==> src/hw/adcs_pkg.sv <==
`default_nettype none
package adcs_pkg;
  // Clock and timing
  localparam int CLK_PERIOD_NS = 8;
  localparam int CONV_TIME_NS = 3000;
  // Wake-up plus conversion, rounded up to whole cycles
  localparam int CONV_CYCLES = (CONV_TIME_NS + CLK_PERIOD_NS - 1) / CLK_PERIOD_NS;
  // Base unit of the automatic interval
  localparam int CYC_UNIT_NS = 1000000;
  localparam int CYC_UNIT_CYCLES = CYC_UNIT_NS / CLK_PERIOD_NS;

  // Register select values of the pointer byte
  localparam logic [3:0] PTR_RESULT = 4'h0;
  localparam logic [3:0] PTR_CONFIG = 4'h2;
  localparam logic [3:0] PTR_CYCLE = 4'h3;

  // Reset values
  localparam logic [7:0] CONFIG_RST = 8'h00;
  localparam logic [7:0] CYCLE_RST = 8'h00;
  localparam logic [3:0] PTR_RST = 4'h0;

  // Field positions
  localparam int CMD_LSB = 4;
  localparam int CHEN_LSB = 4;
  localparam int CYC_LSB = 0;
  localparam int CYC_W = 3;
  // Bits of the pointer byte seen at the fifth falling edge
  localparam logic [3:0] CMD_FIRE_BITS = 4'h5;
  localparam logic [3:0] BYTE_BITS = 4'h8;
  localparam logic [3:0] LAST_RD_FALL = 4'h7;

  // Result of one conversion
  typedef struct packed {
    logic [1:0] chan;
    logic [11:0] data;
  } adcs_result_t;

  // Serial slave states
  typedef enum logic [2:0] {
    ST_IDLE = 3'b000,
    ST_ADDR = 3'b001,
    ST_ADDR_ACK = 3'b010,
    ST_WR = 3'b011,
    ST_WR_ACK = 3'b100,
    ST_RD = 3'b101,
    ST_RD_ACK = 3'b110
  } adcs_state_t;
endpackage
`default_nettype wire

==> src/hw/adcs_sequencer.sv <==
// Behaviour
// - Next channel converts while previous is read
// - Hold SCL low at ACK until done
// - Release SCL when conversion done
// - Stop or NACK aborts command conversions
// - Upper pointer bits select inputs one..four
// - Zero select bits read conversion result
// - Cycle register 8 bits, three used
// - Nonzero cycle field triggers periodic conversions
// - Power down after each automatic conversion
// - Cycle mode converts channel-enabled inputs only
// - Cycle mode ascends, one per interval
// - Wrap to lowest, loop until cleared
// - Power-up at fifth falling edge
// - Wake-up plus conversion about three microseconds
// - Command sequence starts lowest, goes upward
`default_nettype none
module adcs_sequencer #(
  parameter logic [6:0] DEV_ADDR = 7'h22, // Arbitrary bus address
  parameter int UNIT_CYCLES = adcs_pkg::CYC_UNIT_CYCLES
) (
  // Clock and reset
  input wire logic clk,
  input wire logic rst,
  // Serial bus pins, open drain
  input wire logic scl_in,
  output logic scl_oe,
  input wire logic sda_in,
  output logic sda_oe,
  // Quantised analog inputs
  input wire logic [3:0][11:0] analog_sample,
  // Status
  output logic powered_up
);
  localparam int UW = $clog2(UNIT_CYCLES);
  localparam logic [UW-1:0] UNIT_LAST = UW'(UNIT_CYCLES - 1);

  // Lowest set bit as one-hot
  function automatic logic [3:0] lowest(input logic [3:0] m);
    lowest = m & (~m + 4'h1);
  endfunction
  // One-hot to index
  function automatic logic [1:0] idx(input logic [3:0] oh);
    idx = {oh[3] | oh[2], oh[3] | oh[1]};
  endfunction

  // Pin synchronisers and history
  logic scl_m_ff, scl_s_ff, scl_d_ff, sda_m_ff, sda_s_ff, sda_d_ff;
  always_ff @(posedge clk) begin
    if (rst) begin
      {scl_m_ff, scl_s_ff, scl_d_ff} <= 3'h7;
      {sda_m_ff, sda_s_ff, sda_d_ff} <= 3'h7;
    end else begin
      {scl_m_ff, scl_s_ff, scl_d_ff} <= {scl_in, scl_m_ff, scl_s_ff};
      {sda_m_ff, sda_s_ff, sda_d_ff} <= {sda_in, sda_m_ff, sda_s_ff};
    end
  end
  wire scl_rise = scl_s_ff && !scl_d_ff;
  wire scl_fall = !scl_s_ff && scl_d_ff;
  wire start_det = scl_s_ff && scl_d_ff && sda_d_ff && !sda_s_ff;
  wire stop_det = scl_s_ff && scl_d_ff && !sda_d_ff && sda_s_ff;

  // Slave state
  adcs_pkg::adcs_state_t st_ff;
  logic [3:0] bit_cnt_ff; // Bits in current byte
  logic [7:0] sh_ff; // Shift register
  logic rw_ff; // Read transfer
  logic first_ff; // Next write byte is the pointer
  logic rbyte_ff; // Low byte of result pair is next
  logic nack_ff; // Master refused last byte
  logic [7:0] rd_hold_ff; // Low byte of the pair being read
  logic [3:0] ptr_ff; // Register select bits
  logic [7:0] config_ff; // Channel enable bits in upper nibble
  logic [7:0] cycle_ff; // Automatic interval setting

  // Conversion control state
  logic cmd_act_ff; // Command sequence running
  logic [3:0] pend_ff; // Channels still to convert
  logic res_new_ff; // Result not yet handed out
  logic [1:0] last_ff; // Last channel of the automatic loop
  logic [UW-1:0] unit_ff; // Base unit divider
  logic [6:0] ivl_ff; // Units elapsed in interval
  logic eng_done;
  adcs_pkg::adcs_result_t eng_res;

  // Read data selection
  wire [15:0] res_word = {2'h0, eng_res.chan, eng_res.data};
  wire pair_start = (ptr_ff == adcs_pkg::PTR_RESULT) && !rbyte_ff;
  wire need_wait = pair_start && cmd_act_ff && !res_new_ff;
  wire [7:0] reg_byte = (ptr_ff == adcs_pkg::PTR_CONFIG) ? config_ff :
                        (ptr_ff == adcs_pkg::PTR_CYCLE) ? cycle_ff : 8'h00;
  wire [7:0] rd_byte = (ptr_ff != adcs_pkg::PTR_RESULT) ? reg_byte :
                       pair_start ? res_word[15:8] : rd_hold_ff;
  wire bus_evt = start_det || stop_det;
  wire load_addr = (st_ff == adcs_pkg::ST_ADDR_ACK) && scl_fall && rw_ff && !scl_oe;
  wire load_rel = (st_ff == adcs_pkg::ST_RD_ACK) && scl_oe && !need_wait;
  wire load_ack = (st_ff == adcs_pkg::ST_RD_ACK) && !scl_oe && scl_fall && !nack_ff
                  && !need_wait;
  wire byte_load = !bus_evt && (load_addr || load_rel || load_ack);
  wire take = byte_load && pair_start;
  wire addr_hit = (sh_ff[7:1] == DEV_ADDR);
  wire wr_done = (st_ff == adcs_pkg::ST_WR) && scl_fall && (bit_cnt_ff == adcs_pkg::BYTE_BITS);

  // Command decode and start selection
  wire [3:0] cmd_bits = sh_ff[4:1];
  wire cmd_fire = !bus_evt && (st_ff == adcs_pkg::ST_WR) && first_ff && scl_fall
                  && (bit_cnt_ff == adcs_pkg::CMD_FIRE_BITS) && (cmd_bits != 4'h0);
  wire nack_end = (st_ff == adcs_pkg::ST_RD_ACK) && !scl_oe && scl_fall && nack_ff;
  wire cmd_abort = cmd_act_ff && (stop_det || (nack_end && !start_det));
  wire cmd_next = take && cmd_act_ff && (pend_ff != 4'h0);
  wire [3:0] cmd_oh = cmd_fire ? lowest(cmd_bits) : lowest(pend_ff);

  // Automatic cycle decode
  wire [2:0] cyc_field = cycle_ff[adcs_pkg::CYC_LSB +: adcs_pkg::CYC_W];
  wire [3:0] chen = config_ff[adcs_pkg::CHEN_LSB +: 4];
  wire [6:0] ivl_last = 7'(7'h1 << (cyc_field - 3'h1));
  wire unit_tick = (unit_ff == UNIT_LAST);
  wire ivl_hit = unit_tick && (ivl_ff == ivl_last - 7'h1);
  wire auto_fire = (cyc_field != 3'h0) && ivl_hit && !cmd_act_ff && (chen != 4'h0)
                   && !powered_up && !cmd_fire;
  wire [3:0] up_mask = chen & 4'(4'he << last_ff);
  wire [3:0] auto_oh = (up_mask != 4'h0) ? lowest(up_mask) : lowest(chen);

  wire eng_start = cmd_fire || cmd_next || auto_fire;
  wire [1:0] eng_chan = (cmd_fire || cmd_next) ? idx(cmd_oh) : idx(auto_oh);

  // Conversion timing and power state
  adcs_conv_engine #(
    .CONV_CYCLES(adcs_pkg::CONV_CYCLES)
  ) u_engine (
    .clk(clk),
    .rst(rst),
    .start(eng_start),
    .chan(eng_chan),
    .abort(cmd_abort),
    .sample(analog_sample),
    .busy(powered_up),
    .done(eng_done),
    .result(eng_res)
  );

  // Serial slave: address, pointer, register bytes, reads, stretching
  always_ff @(posedge clk) begin
    if (rst) begin
      st_ff <= adcs_pkg::ST_IDLE;
      bit_cnt_ff <= 4'h0;
      sh_ff <= 8'h00;
      rw_ff <= 1'b0;
      first_ff <= 1'b0;
      nack_ff <= 1'b0;
      sda_oe <= 1'b0;
      scl_oe <= 1'b0;
    end else if (stop_det) begin
      st_ff <= adcs_pkg::ST_IDLE;
      sda_oe <= 1'b0;
      scl_oe <= 1'b0;
    end else if (start_det) begin
      // Repeated start also lands here
      st_ff <= adcs_pkg::ST_ADDR;
      bit_cnt_ff <= 4'h0;
      sda_oe <= 1'b0;
      scl_oe <= 1'b0;
    end else begin
      case (st_ff)
        adcs_pkg::ST_ADDR: begin
          if (scl_rise) begin
            sh_ff <= {sh_ff[6:0], sda_s_ff};
            bit_cnt_ff <= bit_cnt_ff + 4'h1;
          end else if (scl_fall && bit_cnt_ff == adcs_pkg::BYTE_BITS) begin
            if (addr_hit) begin
              st_ff <= adcs_pkg::ST_ADDR_ACK;
              sda_oe <= 1'b1;
              rw_ff <= sh_ff[0];
              scl_oe <= sh_ff[0] && need_wait;
            end else begin
              st_ff <= adcs_pkg::ST_IDLE;
            end
          end
        end
        adcs_pkg::ST_ADDR_ACK: begin
          if (scl_oe && !need_wait) begin
            scl_oe <= 1'b0;
          end else if (scl_fall) begin
            bit_cnt_ff <= 4'h0;
            first_ff <= 1'b1;
            st_ff <= rw_ff ? adcs_pkg::ST_RD : adcs_pkg::ST_WR;
            sh_ff <= rd_byte;
            sda_oe <= rw_ff && !rd_byte[7];
          end
        end
        adcs_pkg::ST_WR: begin
          if (scl_rise) begin
            sh_ff <= {sh_ff[6:0], sda_s_ff};
            bit_cnt_ff <= bit_cnt_ff + 4'h1;
          end else if (wr_done) begin
            st_ff <= adcs_pkg::ST_WR_ACK;
            sda_oe <= 1'b1;
          end
        end
        adcs_pkg::ST_WR_ACK: begin
          if (scl_fall) begin
            st_ff <= adcs_pkg::ST_WR;
            sda_oe <= 1'b0;
            bit_cnt_ff <= 4'h0;
            first_ff <= 1'b0;
          end
        end
        adcs_pkg::ST_RD: begin
          if (scl_fall) begin
            bit_cnt_ff <= bit_cnt_ff + 4'h1;
            if (bit_cnt_ff == adcs_pkg::LAST_RD_FALL) begin
              st_ff <= adcs_pkg::ST_RD_ACK;
              sda_oe <= 1'b0;
            end else begin
              sh_ff <= {sh_ff[6:0], 1'b0};
              sda_oe <= !sh_ff[6];
            end
          end
        end
        adcs_pkg::ST_RD_ACK: begin
          if (scl_rise) begin
            nack_ff <= sda_s_ff;
          end
          if (byte_load) begin
            scl_oe <= 1'b0;
            st_ff <= adcs_pkg::ST_RD;
            bit_cnt_ff <= 4'h0;
            sh_ff <= rd_byte;
            sda_oe <= !rd_byte[7];
          end else if (nack_end) begin
            st_ff <= adcs_pkg::ST_IDLE;
          end else if (scl_fall && need_wait) begin
            scl_oe <= 1'b1;
          end
        end
        default: begin
          sda_oe <= 1'b0;
          scl_oe <= 1'b0;
        end
      endcase
    end
  end

  // Register writes and result pairing
  always_ff @(posedge clk) begin
    if (rst) begin
      ptr_ff <= adcs_pkg::PTR_RST;
      config_ff <= adcs_pkg::CONFIG_RST;
      cycle_ff <= adcs_pkg::CYCLE_RST;
      rbyte_ff <= 1'b0;
      rd_hold_ff <= 8'h00;
    end else begin
      if (wr_done && first_ff) begin
        ptr_ff <= sh_ff[3:0];
        rbyte_ff <= 1'b0;
      end else if (wr_done && ptr_ff == adcs_pkg::PTR_CONFIG) begin
        config_ff <= sh_ff;
      end else if (wr_done && ptr_ff == adcs_pkg::PTR_CYCLE) begin
        cycle_ff <= sh_ff;
      end
      if (byte_load && ptr_ff == adcs_pkg::PTR_RESULT) begin
        rbyte_ff <= !rbyte_ff;
      end
      if (take) begin
        rd_hold_ff <= res_word[7:0];
      end
    end
  end

  // Command sequence bookkeeping; a new result beats a hand-out
  always_ff @(posedge clk) begin
    if (rst || cmd_abort) begin
      cmd_act_ff <= 1'b0;
      pend_ff <= 4'h0;
      res_new_ff <= 1'b0;
    end else begin
      if (cmd_fire) begin
        cmd_act_ff <= 1'b1;
        pend_ff <= cmd_bits & ~cmd_oh;
      end else if (cmd_next) begin
        pend_ff <= pend_ff & ~cmd_oh;
      end else if (take && pend_ff == 4'h0) begin
        cmd_act_ff <= 1'b0;
      end
      if (eng_done) begin
        res_new_ff <= 1'b1;
      end else if (take || cmd_fire) begin
        res_new_ff <= 1'b0;
      end
    end
  end

  // Interval timer for automatic cycling
  always_ff @(posedge clk) begin
    if (rst || cyc_field == 3'h0) begin
      unit_ff <= '0;
      ivl_ff <= 7'h0;
      last_ff <= 2'h3; // Next loop starts from the lowest channel
    end else begin
      unit_ff <= unit_tick ? '0 : unit_ff + 1'b1;
      if (ivl_hit) begin
        ivl_ff <= 7'h0;
      end else if (unit_tick) begin
        ivl_ff <= ivl_ff + 7'h1;
      end
      if (auto_fire) begin
        last_ff <= idx(auto_oh);
      end
    end
  end
endmodule
`default_nettype wire

==> src/hw/adcs_conv_engine.sv <==
`default_nettype none
module adcs_conv_engine #(
  parameter int CONV_CYCLES = adcs_pkg::CONV_CYCLES
) (
  // Clock and reset
  input wire logic clk,
  input wire logic rst,
  // Control
  input wire logic start,
  input wire logic [1:0] chan,
  input wire logic abort,
  // Quantised samples of the four inputs
  input wire logic [3:0][11:0] sample,
  // Status and result
  output logic busy,
  output logic done,
  output adcs_pkg::adcs_result_t result
);
  // Counter wide enough for the whole conversion
  localparam int CW = $clog2(CONV_CYCLES + 1);
  localparam logic [CW-1:0] LAST = CW'(CONV_CYCLES - 1);

  logic [CW-1:0] cnt_ff; // Cycles spent powered up
  logic [1:0] chan_ff; // Channel under conversion
  wire finish = busy && (cnt_ff == LAST);

  // Powered only while converting; a restart simply reloads
  always_ff @(posedge clk) begin
    if (rst || abort) begin
      busy <= 1'b0;
      cnt_ff <= '0;
    end else if (start) begin
      busy <= 1'b1;
      cnt_ff <= '0;
      chan_ff <= chan;
    end else if (finish) begin
      busy <= 1'b0;
    end else if (busy) begin
      cnt_ff <= cnt_ff + 1'b1;
    end
  end

  // Result taken at the end of the conversion
  always_ff @(posedge clk) begin
    if (rst) begin
      done <= 1'b0;
      result <= '0;
    end else begin
      done <= finish && !start && !abort;
      if (finish && !start && !abort) begin
        result <= '{chan: chan_ff, data: sample[chan_ff]};
      end
    end
  end
endmodule
`default_nettype wire

==> config.mk <==
export PLATFORM = sky130hd
export DESIGN_NAME = adcs_sequencer
export DESIGN_NICKNAME = d
export VERILOG_FILES = /design/src/hw/adcs_pkg.sv /design/src/hw/adcs_sequencer.sv /design/src/hw/adcs_conv_engine.sv
export SDC_FILE = /design/constraint.sdc
export NUM_CORES = 1
export LEC_CHECK = 0
export BUFFER_PORTS_ARGS = -buffer_cell sky130_fd_sc_hd__buf_4
export CORE_MARGIN = 2
export CORE_UTILIZATION = 40
export CTS_BUF_LIST = sky130_fd_sc_hd__clkbuf_16
export DETAILED_ROUTE_END_ITERATION = 10
export PLACE_DENSITY = 0.59
export SYNTH_ARGS = -nofsm -noshare
export SYNTH_HDL_FRONTEND = slang
export SYNTH_SLANG_ARGS = --single-unit
==> constraint.sdc <==
create_clock -name clk -period 4 [get_ports clk]
set_clock_uncertainty 0.2 [all_clocks]
set_input_delay 0.4 -clock clk [delete_from_list [all_inputs] [get_ports clk]]
set_output_delay 0.4 -clock clk [all_outputs]
set_load 0.05 [all_outputs]
==> results of run 1 <==
report_power, final:
part	switching, mW	internal [mW]
registers	0.00666	1.13
clock network	0.496	0.948
logic	0.0430	0.0547
cell usage in the layout, fill, tap and decap left out, types with 10 or more instances in the layout:
master	instances
sky130_fd_sc_hd__inv_1	19
sky130_fd_sc_hd__dfxtp_1	111
sky130_fd_sc_hd__mux2i_1	53
sky130_fd_sc_hd__nand2_1	32
sky130_fd_sc_hd__nand4_1	15
sky130_fd_sc_hd__clkbuf_16	17
sky130_fd_sc_hd__and3_1	10
sky130_fd_sc_hd__xnor2_1	13
sky130_fd_sc_hd__nor3_1	13
sky130_fd_sc_hd__nor2_1	122
sky130_fd_sc_hd__o21ai_0	27
sky130_fd_sc_hd__mux4_2	12
sky130_fd_sc_hd__xor2_1	22
sky130_fd_sc_hd__nand3_1	35
sky130_fd_sc_hd__a21oi_1	25
sky130_fd_sc_hd__buf_4	63
through the flow:
stage / worst slack, ns / power, mW / hold slack, ns
2_1_floorplan: 0.403 / 1.21 / 0.189
4_1_cts: 0.552 / 2.71 / 0.205
6_report: 0.542 / 2.68 / 0.204
3_5_place_dp: 0.567 / 1.26 / 0.196
5_1_grt: 0.291 / 2.77 / 0.220
3_3_place_gp: 0.718 / 1.26 / 0.201
state kept, by name (all words and copies together), names as in the netlist, 4 cells and up:
register         count
config_ff            8
u_engine.cnt_ff      9
cycle_ff             8
sh_ff                8
rd_hold_ff           8
unit_ff             17
bit_cnt_ff           4
u_engine.result     14
ivl_ff               7
ptr_ff               4
repair_timing:
item	in CTS	in global routing
setup buffers	0	0
hold endpoints to repair	2	0
hold buffers	2	0
endpoints found under the setup margin	0	0
path summary, 6_finish.rpt:
| check | start | depth (start not counted) | to | slack [ns] |
|---|---|---|---|---|
| worst max-delay path | cycle_ff[1] | 10 | u_engine.chan_ff[0] | 0.54 |
| worst min-delay path | scl_m_ff | 1 | scl_s_ff | 0.20 |
| worst max register to register | cycle_ff[1] | 10 | u_engine.chan_ff[0] | 0.54 |
| worst min register to register | scl_m_ff | 1 | scl_s_ff | 0.20 |
critical path, stage by stage (launching register included):
cell and delay [ns]:
sky130_fd_sc_hd__dfxtp_1 0.55, sky130_fd_sc_hd__nor2_1 0.08, sky130_fd_sc_hd__ha_1 0.32, sky130_fd_sc_hd__nand3b_1 0.12, sky130_fd_sc_hd__ha_1 0.32, sky130_fd_sc_hd__or3b_2 0.47, sky130_fd_sc_hd__a211oi_1 0.21, sky130_fd_sc_hd__a211o_1 0.16
sky130_fd_sc_hd__nor2_1 0.05, sky130_fd_sc_hd__or3_1 0.38, sky130_fd_sc_hd__a31oi_1 0.28
cells by family (layout without fill, tap and decap cells):
logic type,Yosys count,count (layout)
and+or+nand+nor,301,301
muxes,67,67
AOI/OAI and AO/OA,121,121
buffers and inverters,57,110
xor gates and xnor gates,35,35
DFF,113,113
adders and majority gates,9,9
final cells by class:
cell class	instances	area (sq um)
Timing Repair Buffer	65	493
Tap cell	188	235
Fill cell	1449	7850
Clock buffer	17	425
Sequential cell	113	2280
Inverter	15	56.3
Clock inverter	13	131
Multi-Input combinational cell	533	3620
layer usage:
layer | wire (um) | share of wire (%)
met3 | 781 | 5.2
met1 | 7130 | 47
met5 | 0 | 0
met4 | 397 | 2.6
met2 | 6790 | 45
synthesized netlist by cell type, drive strengths merged, types with 4 or more instances:
cell	number	share of area [%]
nor2	122	7.4
a31oi	9	0.92
nand4b	5	0.96
a211o	7	1.0
nand2	32	2.0
nor4	7	0.96
o211ai	5	0.61
nand3	35	2.8
o21ai	29	2.4
inv	15	0.92
a221oi	6	0.85
nor3	13	1.1
ha	9	1.8
nand2b	8	0.81
nor3b	7	0.85
xor2	22	3.1
nand4	15	1.5
a211oi	5	0.61
nand3b	7	0.85
xnor2	13	1.9
mux4	12	4.4
buf	8	1.0
and4b	4	0.65
or2	6	0.61
mux2i	53	8.6
dfxtp	111	36
nor2b	9	0.92
clkbuf	34	2.1
and3	10	1.0
a21oi	25	2.0
==> reports/summary.md, run 1 <==
Status
• **status** complete, no violations

STA
• **final setup fails** 0
• **post-route minimum period** 3.46 ns
• **total count of hold-check failures in the final report** 0
• **slew margin rel.** 24.7%
• **Sum Neg Setup Slack** 0 ns
• **unrepaired setup endpoints after global routing** false
• **final critical-path share of the clock period** 86.5%
• **worst slew pin tran** 1.12 ns
• **final slew viol count** 0
• **Fmax achieved** 0.289 GHz

Finish
• **net count of the finished layout** 806
• **Final Core Density** 48.0%
• **Layout Cell Area excl Fill** 7240 sq um
• **final std cells w/o fill** 944
• **ratio of cells with drive above 1 in the final layout** 15.6%
• **Area Growth Syn to Fin** 17.8%
• **Diodes inserted** 0

Synthesis
• **mean cell area of the mapped netlist** 8.74 sq um
• **adder and majority cell fraction of the synthesized area** 1.83%
• **syn nets** 764
• **post-synthesis share of cell area spent on xor and xnor gates** 4.99%
• **number of enable-type register cells in the synthesized netlist** 2
• **mux cell area share after synthesis** 13.4%
• **complex-gate fraction of the synthesized area** 13.3%
• **cell area after synthesis** 6150 sq um
• **main combinational cell family by area after synthesis** simple AND/OR/NAND/NOR gates
• **fraction of the yosys area taken by sequential cells** 37.1%
• **warnings from Yosys** 0
• **post-synthesis sequential element count** 113
• **number of standard cells after synthesis** 703
• **share of synthesized registers carrying an async set or reset** 0%
• **number of distinct standard cells referenced by the synthesized netlist** 71
• **area fraction in and, or, nand and nor cells after synthesis** 25.4%
• **dominant synthesized flop cell** sky130_fd_sc_hd__dfxtp_1

Clock tree
• **number of sinks on the clock net** 113
• **cells resized by post-CTS repair** 0
• **H-tree levels** 4
• **clock transition time at the flip-flop clock pins of the worst setup and hold paths** 0.05 ns
• **Clock Latency Late Sink** 0.42 ns
• **clock tree from TritonCTS** built
• **TritonCTS buffer count** 17
• **Clock Root Buffer** sky130_fd_sc_hd__clkbuf_16
• **maximum clock insertion buffer count** 2

Route
• **average wire per standard cell** 16.0 um
• **DR DRC count** 0
• **vias per cell** 5.68
• **violation count after the first detailed-route iteration** 390
• **count of TritonRoute iterations in the first routing pass** 5
• **Routed WL** 15.1 mm
• **total number of vias** 5,360
• **antenna viol nets, final** 0

Floorplan
• **placeable core region** 15,100 sq um
• **number of cell rows** 45
• **Starting Density** 40.7%
• **total die area** 16,400 sq um
• **die span in y** 128 um
• **Die W** 128 um
• **number of primary I/O pins** 55

Pwr
• **maximum vdd drop** 0.278 mV
• **PwrDens** 370 nW/um^2
• **Static Leak** 2.91 nW

Place
• **RePlAce Congestion** 0.946
• **total instance count after detailed placement** 912
• **I/O Buffers** 54
• **estimated wirelength of the detail-placed design** 10.7 mm
• **Placement Cell Area** 6670 sq um

Worst setup path
• **critical path class** reg -> reg
• **arrival time at the worst endpoint** 3.34 ns
• **Worst Setup Start Kind** register
• **CP Max Fanout** 13
• **data required time at the worst endpoint** 3.89 ns
• **category of the worst setup path capture point** register

Global routing
• **vias in the first global route** 5,201
• **met1 Track Usage GR** 26.0%
• **global-route layer with the greatest usage** met2
• **final global-route overflow total** 0
• **first-pass GRT wire length** 25.5 mm
• **number of antenna violations at the first check in global routing** 0
• **global-route total usage across every layer** 19.7%
• **pin count of the biggest net entering global routing** 76
• **grt met2 use** 30.9%
• **GR Layer Usage met3** 4.17%

Job
• **number of max-cap violations** 0

Worst hold path
• **worst hold path type** reg -> reg

No activity file was read; power rests on OpenSTA's default activity.
==> run 2, diff against run 1 <==
- SYNTH_HIERARCHICAL: default -> 1
==> reports/summary.md, run 2 <==
Pwr
• **Combinational Power Share** 4.7%
• **Static Leak** 2.62 nW
• **PwrDens** 343 nW/um^2
• **maximum vdd drop** 0.305 mV
• **sequential share of power** 44.2%
• **switching power of the nets** 0.569 mW
• **total chip power** 2.59 mW
• **clock power share** 51.1%
• **switching part of the total** 22.0%
• **Power Internal** 2.02 mW

Finish
• **Final Core Density** 47.6%
• **area occupied by multi-input gates** 3860 sq um
• **register with the most flip-flops** unit_ff
• **Seq. cell area** 2280 sq um
• **commonest non-fill, non-tap cell in the layout** sky130_fd_sc_hd__dfxtp_1
• **Area Growth Syn to Fin** 16.8%
• **Layout Cell Area excl Fill** 7530 sq um
• **Diodes inserted** 0
• **commonest cells after routing, fill and taps aside** sky130_fd_sc_hd__dfxtp_1, sky130_fd_sc_hd__nor2_1, sky130_fd_sc_hd__buf_4
• **ratio of cells with drive above 1 in the final layout** 16.9%
• **Regs by FF count** unit_ff x17, u_engine/result x14, u_engine/cnt_ff x9
• **net count of the finished layout** 839
• **number of flip-flops under the largest register name** 17
• **count of filler cells inserted in the layout** 1,523

Floorplan
• **die span in y** 131 um
• **Die W** 131 um
• **number of cell rows** 46
• **number of primary I/O pins** 55
• **placeable core region** 15,800 sq um
• **total die area** 17,200 sq um
• **Starting Density** 40.8%

Worst setup path
• **arrival time at the worst endpoint** 3.63 ns
• **launch point of the worst reg-to-reg path** ptr_ff[0]
• **capture point of the critical path** u_engine/result[0]
• **setup slack, reg-to-reg** 0.42 ns
• **Critical R2R Capture** u_engine/result[0]
• **data required time at the worst endpoint** 4.06 ns
• **Crit. Startpoint** ptr_ff[0]
• **CP Max Fanout** 15
• **Worst Setup Start Kind** register
• **category of the worst setup path capture point** register
• **critical path class** reg -> reg
• **FF-to-FF path depth** 10

Synthesis
• **number of standard cells after synthesis** 739
• **number of enable-type register cells in the synthesized netlist** 2
• **cell area after synthesis** 6450 sq um
• **dominant synthesized flop cell** sky130_fd_sc_hd__dfxtp_1
• **post-synthesis sequential element count** 113
• **share of synthesized registers carrying an async set or reset** 0%
• **syn nets** 800
• **share of the synthesized area in the top cell type** 34.4%
• **leading cell types by total area after synthesis** sky130_fd_sc_hd__dfxtp_1, sky130_fd_sc_hd__mux2i_1, sky130_fd_sc_hd__nor2_1
• **library cell with the largest summed area after synthesis** sky130_fd_sc_hd__dfxtp_1
• **warnings from Yosys** 6
• **synth cell count leaders** sky130_fd_sc_hd__dfxtp_1, sky130_fd_sc_hd__nor2_1, sky130_fd_sc_hd__nand2_1
• **leading cell type by number of instances after synthesis** sky130_fd_sc_hd__dfxtp_1
• **number of distinct standard cells referenced by the synthesized netlist** 78
• **mean cell area of the mapped netlist** 8.73 sq um
• **fraction of the yosys area taken by sequential cells** 35.4%

Status
• **status** complete, no violations

Clock tree
• **clock transition time at the flip-flop clock pins of the worst setup and hold paths** 0.05 ns
• **clock tree from TritonCTS** built
• **Clock Latency Late Sink** 0.41 ns
• **maximum clock insertion buffer count** 2
• **H-tree levels** 4
• **number of sinks on the clock net** 113
• **Clock Root Buffer** sky130_fd_sc_hd__clkbuf_16
• **setup repair bufs after CTS** 0
• **TritonCTS buffer count** 17

Route
• **vias per cell** 5.73
• **antenna viol nets, final** 0
• **average wire per standard cell** 16.3 um
• **violation count after the first detailed-route iteration** 279
• **DR DRC count** 0
• **count of TritonRoute iterations in the first routing pass** 5
• **total number of vias** 5,755
• **Routed WL** 16.4 mm

Place
• **Placement Cell Area** 7010 sq um
• **estimated wirelength of the detail-placed design** 11.7 mm
• **RePlAce Congestion** 0.894
• **I/O Buffers** 54

STA
• **slew margin rel.** 38.9%
• **worst slew pin tran** 0.911 ns
• **final critical-path share of the clock period** 89.4%
• **unrepaired setup endpoints after global routing** false
• **post-route minimum period** 3.58 ns
• **total count of hold-check failures in the final report** 0
• **Fmax achieved** 0.280 GHz
• **Sum Neg Setup Slack** 0 ns
• **final setup fails** 0
• **final slew viol count** 0

Global routing
• **number of antenna violations at the first check in global routing** 0
• **vias in the first global route** 5,491
• **first-pass GRT wire length** 27.4 mm
• **pin count of the biggest net entering global routing** 74
• **global-route total usage across every layer** 20.3%
• **final global-route overflow total** 0

Job
• **number of max-cap violations** 0

Worst hold path
• **worst hold path type** reg -> reg

==> run 2: worst min path at each step <==
| stage | end | cells past startpoint | slack [ns] | from |
|---|---|---|---|---|
| after global routing | scl_s_ff | 1 | 0.22 | scl_m_ff |
| after CTS | scl_s_ff | 1 | 0.21 | scl_m_ff |
| after floorplan | scl_s_ff | 1 | 0.19 | scl_m_ff |
| after global placement | scl_s_ff | 1 | 0.20 | scl_m_ff |
| after detailed placement | scl_s_ff | 1 | 0.20 | scl_m_ff |
| final | scl_s_ff | 1 | 0.20 | scl_m_ff |
==> run 2: repair_timing <==
action / 4_1_cts / 5_1_grt
resized for setup: 0 / 1
hold buffers: 2 / 0
setup endpoints to repair: 0 / 3
hold endpoints to repair: 2 / 0
==> run 2: layout make-up <==
class,count,area share (%)
Multi-Input combinational cell,554,51.2
Sequential cell,113,30.3
Timing Repair Buffer,71,7.14
Clock buffer,17,5.65
Tap cell,216,3.59
Clock inverter,12,1.05
Inverter,21,1.05
==> run 2: layer usage <==
metal | global-route usage, % | wire length (um)
met4 | 7.32 | 312
met1 | 25.7 | 7460
met3 | 4.07 | 669
met2 | 34.2 | 7910
met5 | 0 | 0
==> run 2: power by group through the flow <==
stage	Combinational, mW	Clock [mW]	Sequential [mW]
2_1_floorplan	0.0666	0	1.16
3_3_place_gp	0.118	0	1.17
3_5_place_dp	0.119	0	1.17
4_1_cts	0.121	1.35	1.14
5_1_grt	0.133	1.40	1.14
6_report	0.121	1.32	1.14
==> run 2: critical path: stages, from the launching register on <==
cell and delay [ns]:
sky130_fd_sc_hd__dfxtp_1 0.37, sky130_fd_sc_hd__nor4_1 0.67, sky130_fd_sc_hd__a211oi_1 0.32, sky130_fd_sc_hd__o21a_1 0.30, sky130_fd_sc_hd__o211a_1 0.30, sky130_fd_sc_hd__a21oi_1 0.18, sky130_fd_sc_hd__o31ai_1 0.13, sky130_fd_sc_hd__or3b_1 0.38
sky130_fd_sc_hd__buf_4 0.21, sky130_fd_sc_hd__o31ai_1 0.24, sky130_fd_sc_hd__a21oi_1 0.11
==> run 2: through the flow <==
stage	worst slack [ns]	hold WS (ns)	cells
6_report	0.425	0.204	1004
5_1_grt	0.0423	0.220	1004
3_5_place_dp	0.408	0.195	973
3_3_place_gp	0.487	0.198	973
2_1_floorplan	0.0173	0.189	739
4_1_cts	0.385	0.206	1004
==> run 2: logic make-up (layout without fill, tap and decap cells) <==
group	Yosys count	count (layout)	synth area share [%]
xor+xnor	25	25	3.39
flops	113	113	35.4
mux	55	55	10.9
fa+ha+maj	9	9	1.75
simple gates	306	306	25.3
compound gates	159	159	18.3
buf+inv	72	121	4.95
==> run 3, diff against run 2 <==
- CTS_BUF_LIST: sky130_fd_sc_hd__clkbuf_16 -> default
- PLACE_DENSITY: 0.59 -> 0.68
==> reports/summary.md, run 3 (synthesis results as in run 2) <==
Finish
• **number of flip-flops under the largest register name** 17
• **final std cells w/o fill** 1,010
• **Regs by FF count** unit_ff x17, u_engine/result x14, u_engine/cnt_ff x9
• **Final Core Density** 48.9%
• **Area Growth Syn to Fin** 20.0%
• **commonest cells after routing, fill and taps aside** sky130_fd_sc_hd__dfxtp_1, sky130_fd_sc_hd__nor2_1, sky130_fd_sc_hd__buf_4
• **register with the most flip-flops** unit_ff
• **net count of the finished layout** 842
• **ratio of cells with drive above 1 in the final layout** 18.5%
• **Diodes inserted** 0
• **commonest non-fill, non-tap cell in the layout** sky130_fd_sc_hd__dfxtp_1

STA
• **total count of hold-check failures in the final report** 0
• **final critical-path share of the clock period** 91.4%
• **unrepaired setup endpoints after global routing** false
• **worst hold slack after final layout** 0.206 ns
• **Sum Neg Setup Slack** 0 ns
• **worst slew pin tran** 0.920 ns
• **final slew viol count** 0
• **Fmax achieved** 0.274 GHz
• **post-route minimum period** 3.65 ns
• **final setup fails** 0
• **slew margin rel.** 38.3%

Floorplan
• **die span in y** 131 um
• **number of cell rows** 46
• **Starting Density** 40.8%
• **total die area** 17,200 sq um
• **placeable core region** 15,800 sq um
• **number of primary I/O pins** 55
• **Die W** 131 um

Clock tree
• **Clock Latency Late Sink** 0.42 ns
• **TritonCTS buffer count** 17
• **maximum clock insertion buffer count** 2
• **H-tree levels** 4
• **setup repair bufs after CTS** 0
• **clock transition time at the flip-flop clock pins of the worst setup and hold paths** 0.06 ns
• **Clock Root Buffer** sky130_fd_sc_hd__clkbuf_16
• **clock tree from TritonCTS** built
• **number of sinks on the clock net** 113

Pwr
• **total chip power** 3.02 mW
• **Static Leak** 2.72 nW
• **maximum vdd drop** 0.314 mV
• **PwrDens** 390 nW/um^2

Route
• **average wire per standard cell** 16.0 um
• **count of TritonRoute iterations in the first routing pass** 5
• **antenna viol nets, final** 0
• **DR DRC count** 0
• **violation count after the first detailed-route iteration** 425
• **vias per cell** 5.65
• **Routed WL** 16.1 mm
• **total number of vias** 5,710

Status
• **status** complete, no violations

Place
• **total instance count after detailed placement** 976
• **I/O Buffers** 54
• **RePlAce Congestion** 0.877
• **estimated wirelength of the detail-placed design** 11.3 mm

Worst hold path
• **worst hold path type** reg -> reg

Global routing
• **global-route total usage across every layer** 19.9%
• **first-pass GRT wire length** 26.9 mm
• **pin count of the biggest net entering global routing** 74
• **vias in the first global route** 5,363
• **final global-route overflow total** 0
• **number of antenna violations at the first check in global routing** 0

Worst setup path
• **arrival time at the worst endpoint** 3.80 ns
• **Worst Setup Start Kind** register
• **CP Max Fanout** 9
• **critical path class** reg -> reg
• **setup slack, reg-to-reg** 0.35 ns
• **category of the worst setup path capture point** register
• **data required time at the worst endpoint** 4.14 ns

Job
• **number of max-cap violations** 0

==> run 3: worst max-delay path, cell delays in order, from the launching register on <==
cell,delay [ns]
sky130_fd_sc_hd__dfxtp_1,0.36
sky130_fd_sc_hd__inv_1,0.06
sky130_fd_sc_hd__ha_1,0.36
sky130_fd_sc_hd__nand3_1,0.10
sky130_fd_sc_hd__ha_1,0.29
sky130_fd_sc_hd__nor4b_1,0.36
sky130_fd_sc_hd__nor4_1,0.10
sky130_fd_sc_hd__a211oi_1,0.41
sky130_fd_sc_hd__nor2_1,0.10
sky130_fd_sc_hd__o31ai_2,0.47
sky130_fd_sc_hd__or3b_4,0.30
sky130_fd_sc_hd__buf_4,0.21
sky130_fd_sc_hd__o31ai_2,0.07
sky130_fd_sc_hd__a21oi_1,0.19
==> run 3: power by group <==
| part | total (mW) | internal (mW) | switching [mW] | leakage [nW] |
|---|---|---|---|---|
| clock | 1.75 | 1.20 | 0.550 | 0.330 |
| sequential | 1.14 | 1.13 | 0.00636 | 0.914 |
| combinational | 0.123 | 0.0634 | 0.0597 | 1.48 |
==> run 3: final timing paths <==
check / cells after the start / endpoint / startpoint
hold / removal: 1 / scl_s_ff / scl_m_ff
setup / recovery: 13 / u_engine/result[6] / cycle_ff[2]
hold reg to reg: 1 / scl_s_ff / scl_m_ff
setup reg to reg: 13 / u_engine/result[6] / cycle_ff[2]
==> run 3: area by class of cell <==
type                            count  area (sq um)
Tap cell                          216           270
Clock buffer                       19           453
Clock inverter                     13           231
Fill cell                        1493          8090
Multi-Input combinational cell    554          3860
Inverter                           21          78.8
Timing Repair Buffer               74           561
Sequential cell                   113          2280
==> run 3: repair_timing <==
action | 4_1_cts | 5_1_grt
hold buffers | 2 | 0
gates resized for setup | 0 | 2
setup endpoints to repair | 0 | 11
hold endpoints to repair | 2 | 0
==> run 3: stage by stage <==
| stage | instance area, sq um | worst slack, ns |
|---|---|---|
| final | 7740 | 0.345 |
| after global routing | 7740 | 0.0420 |
| after CTS | 7730 | 0.0552 |
| after detailed placement | 7030 | 0.170 |
| after global placement | 7030 | 0.270 |
| after floorplan | 6450 | 0.0173 |
==> run 3: layer usage <==
metal	global-route usage, %	vias up	wire [um]
li1	-	2826	-
met1	27.3	2692	7650
met3	4.28	28	836
met4	7.95	0	328
met2	30.6	164	7320
met5	0	-	0
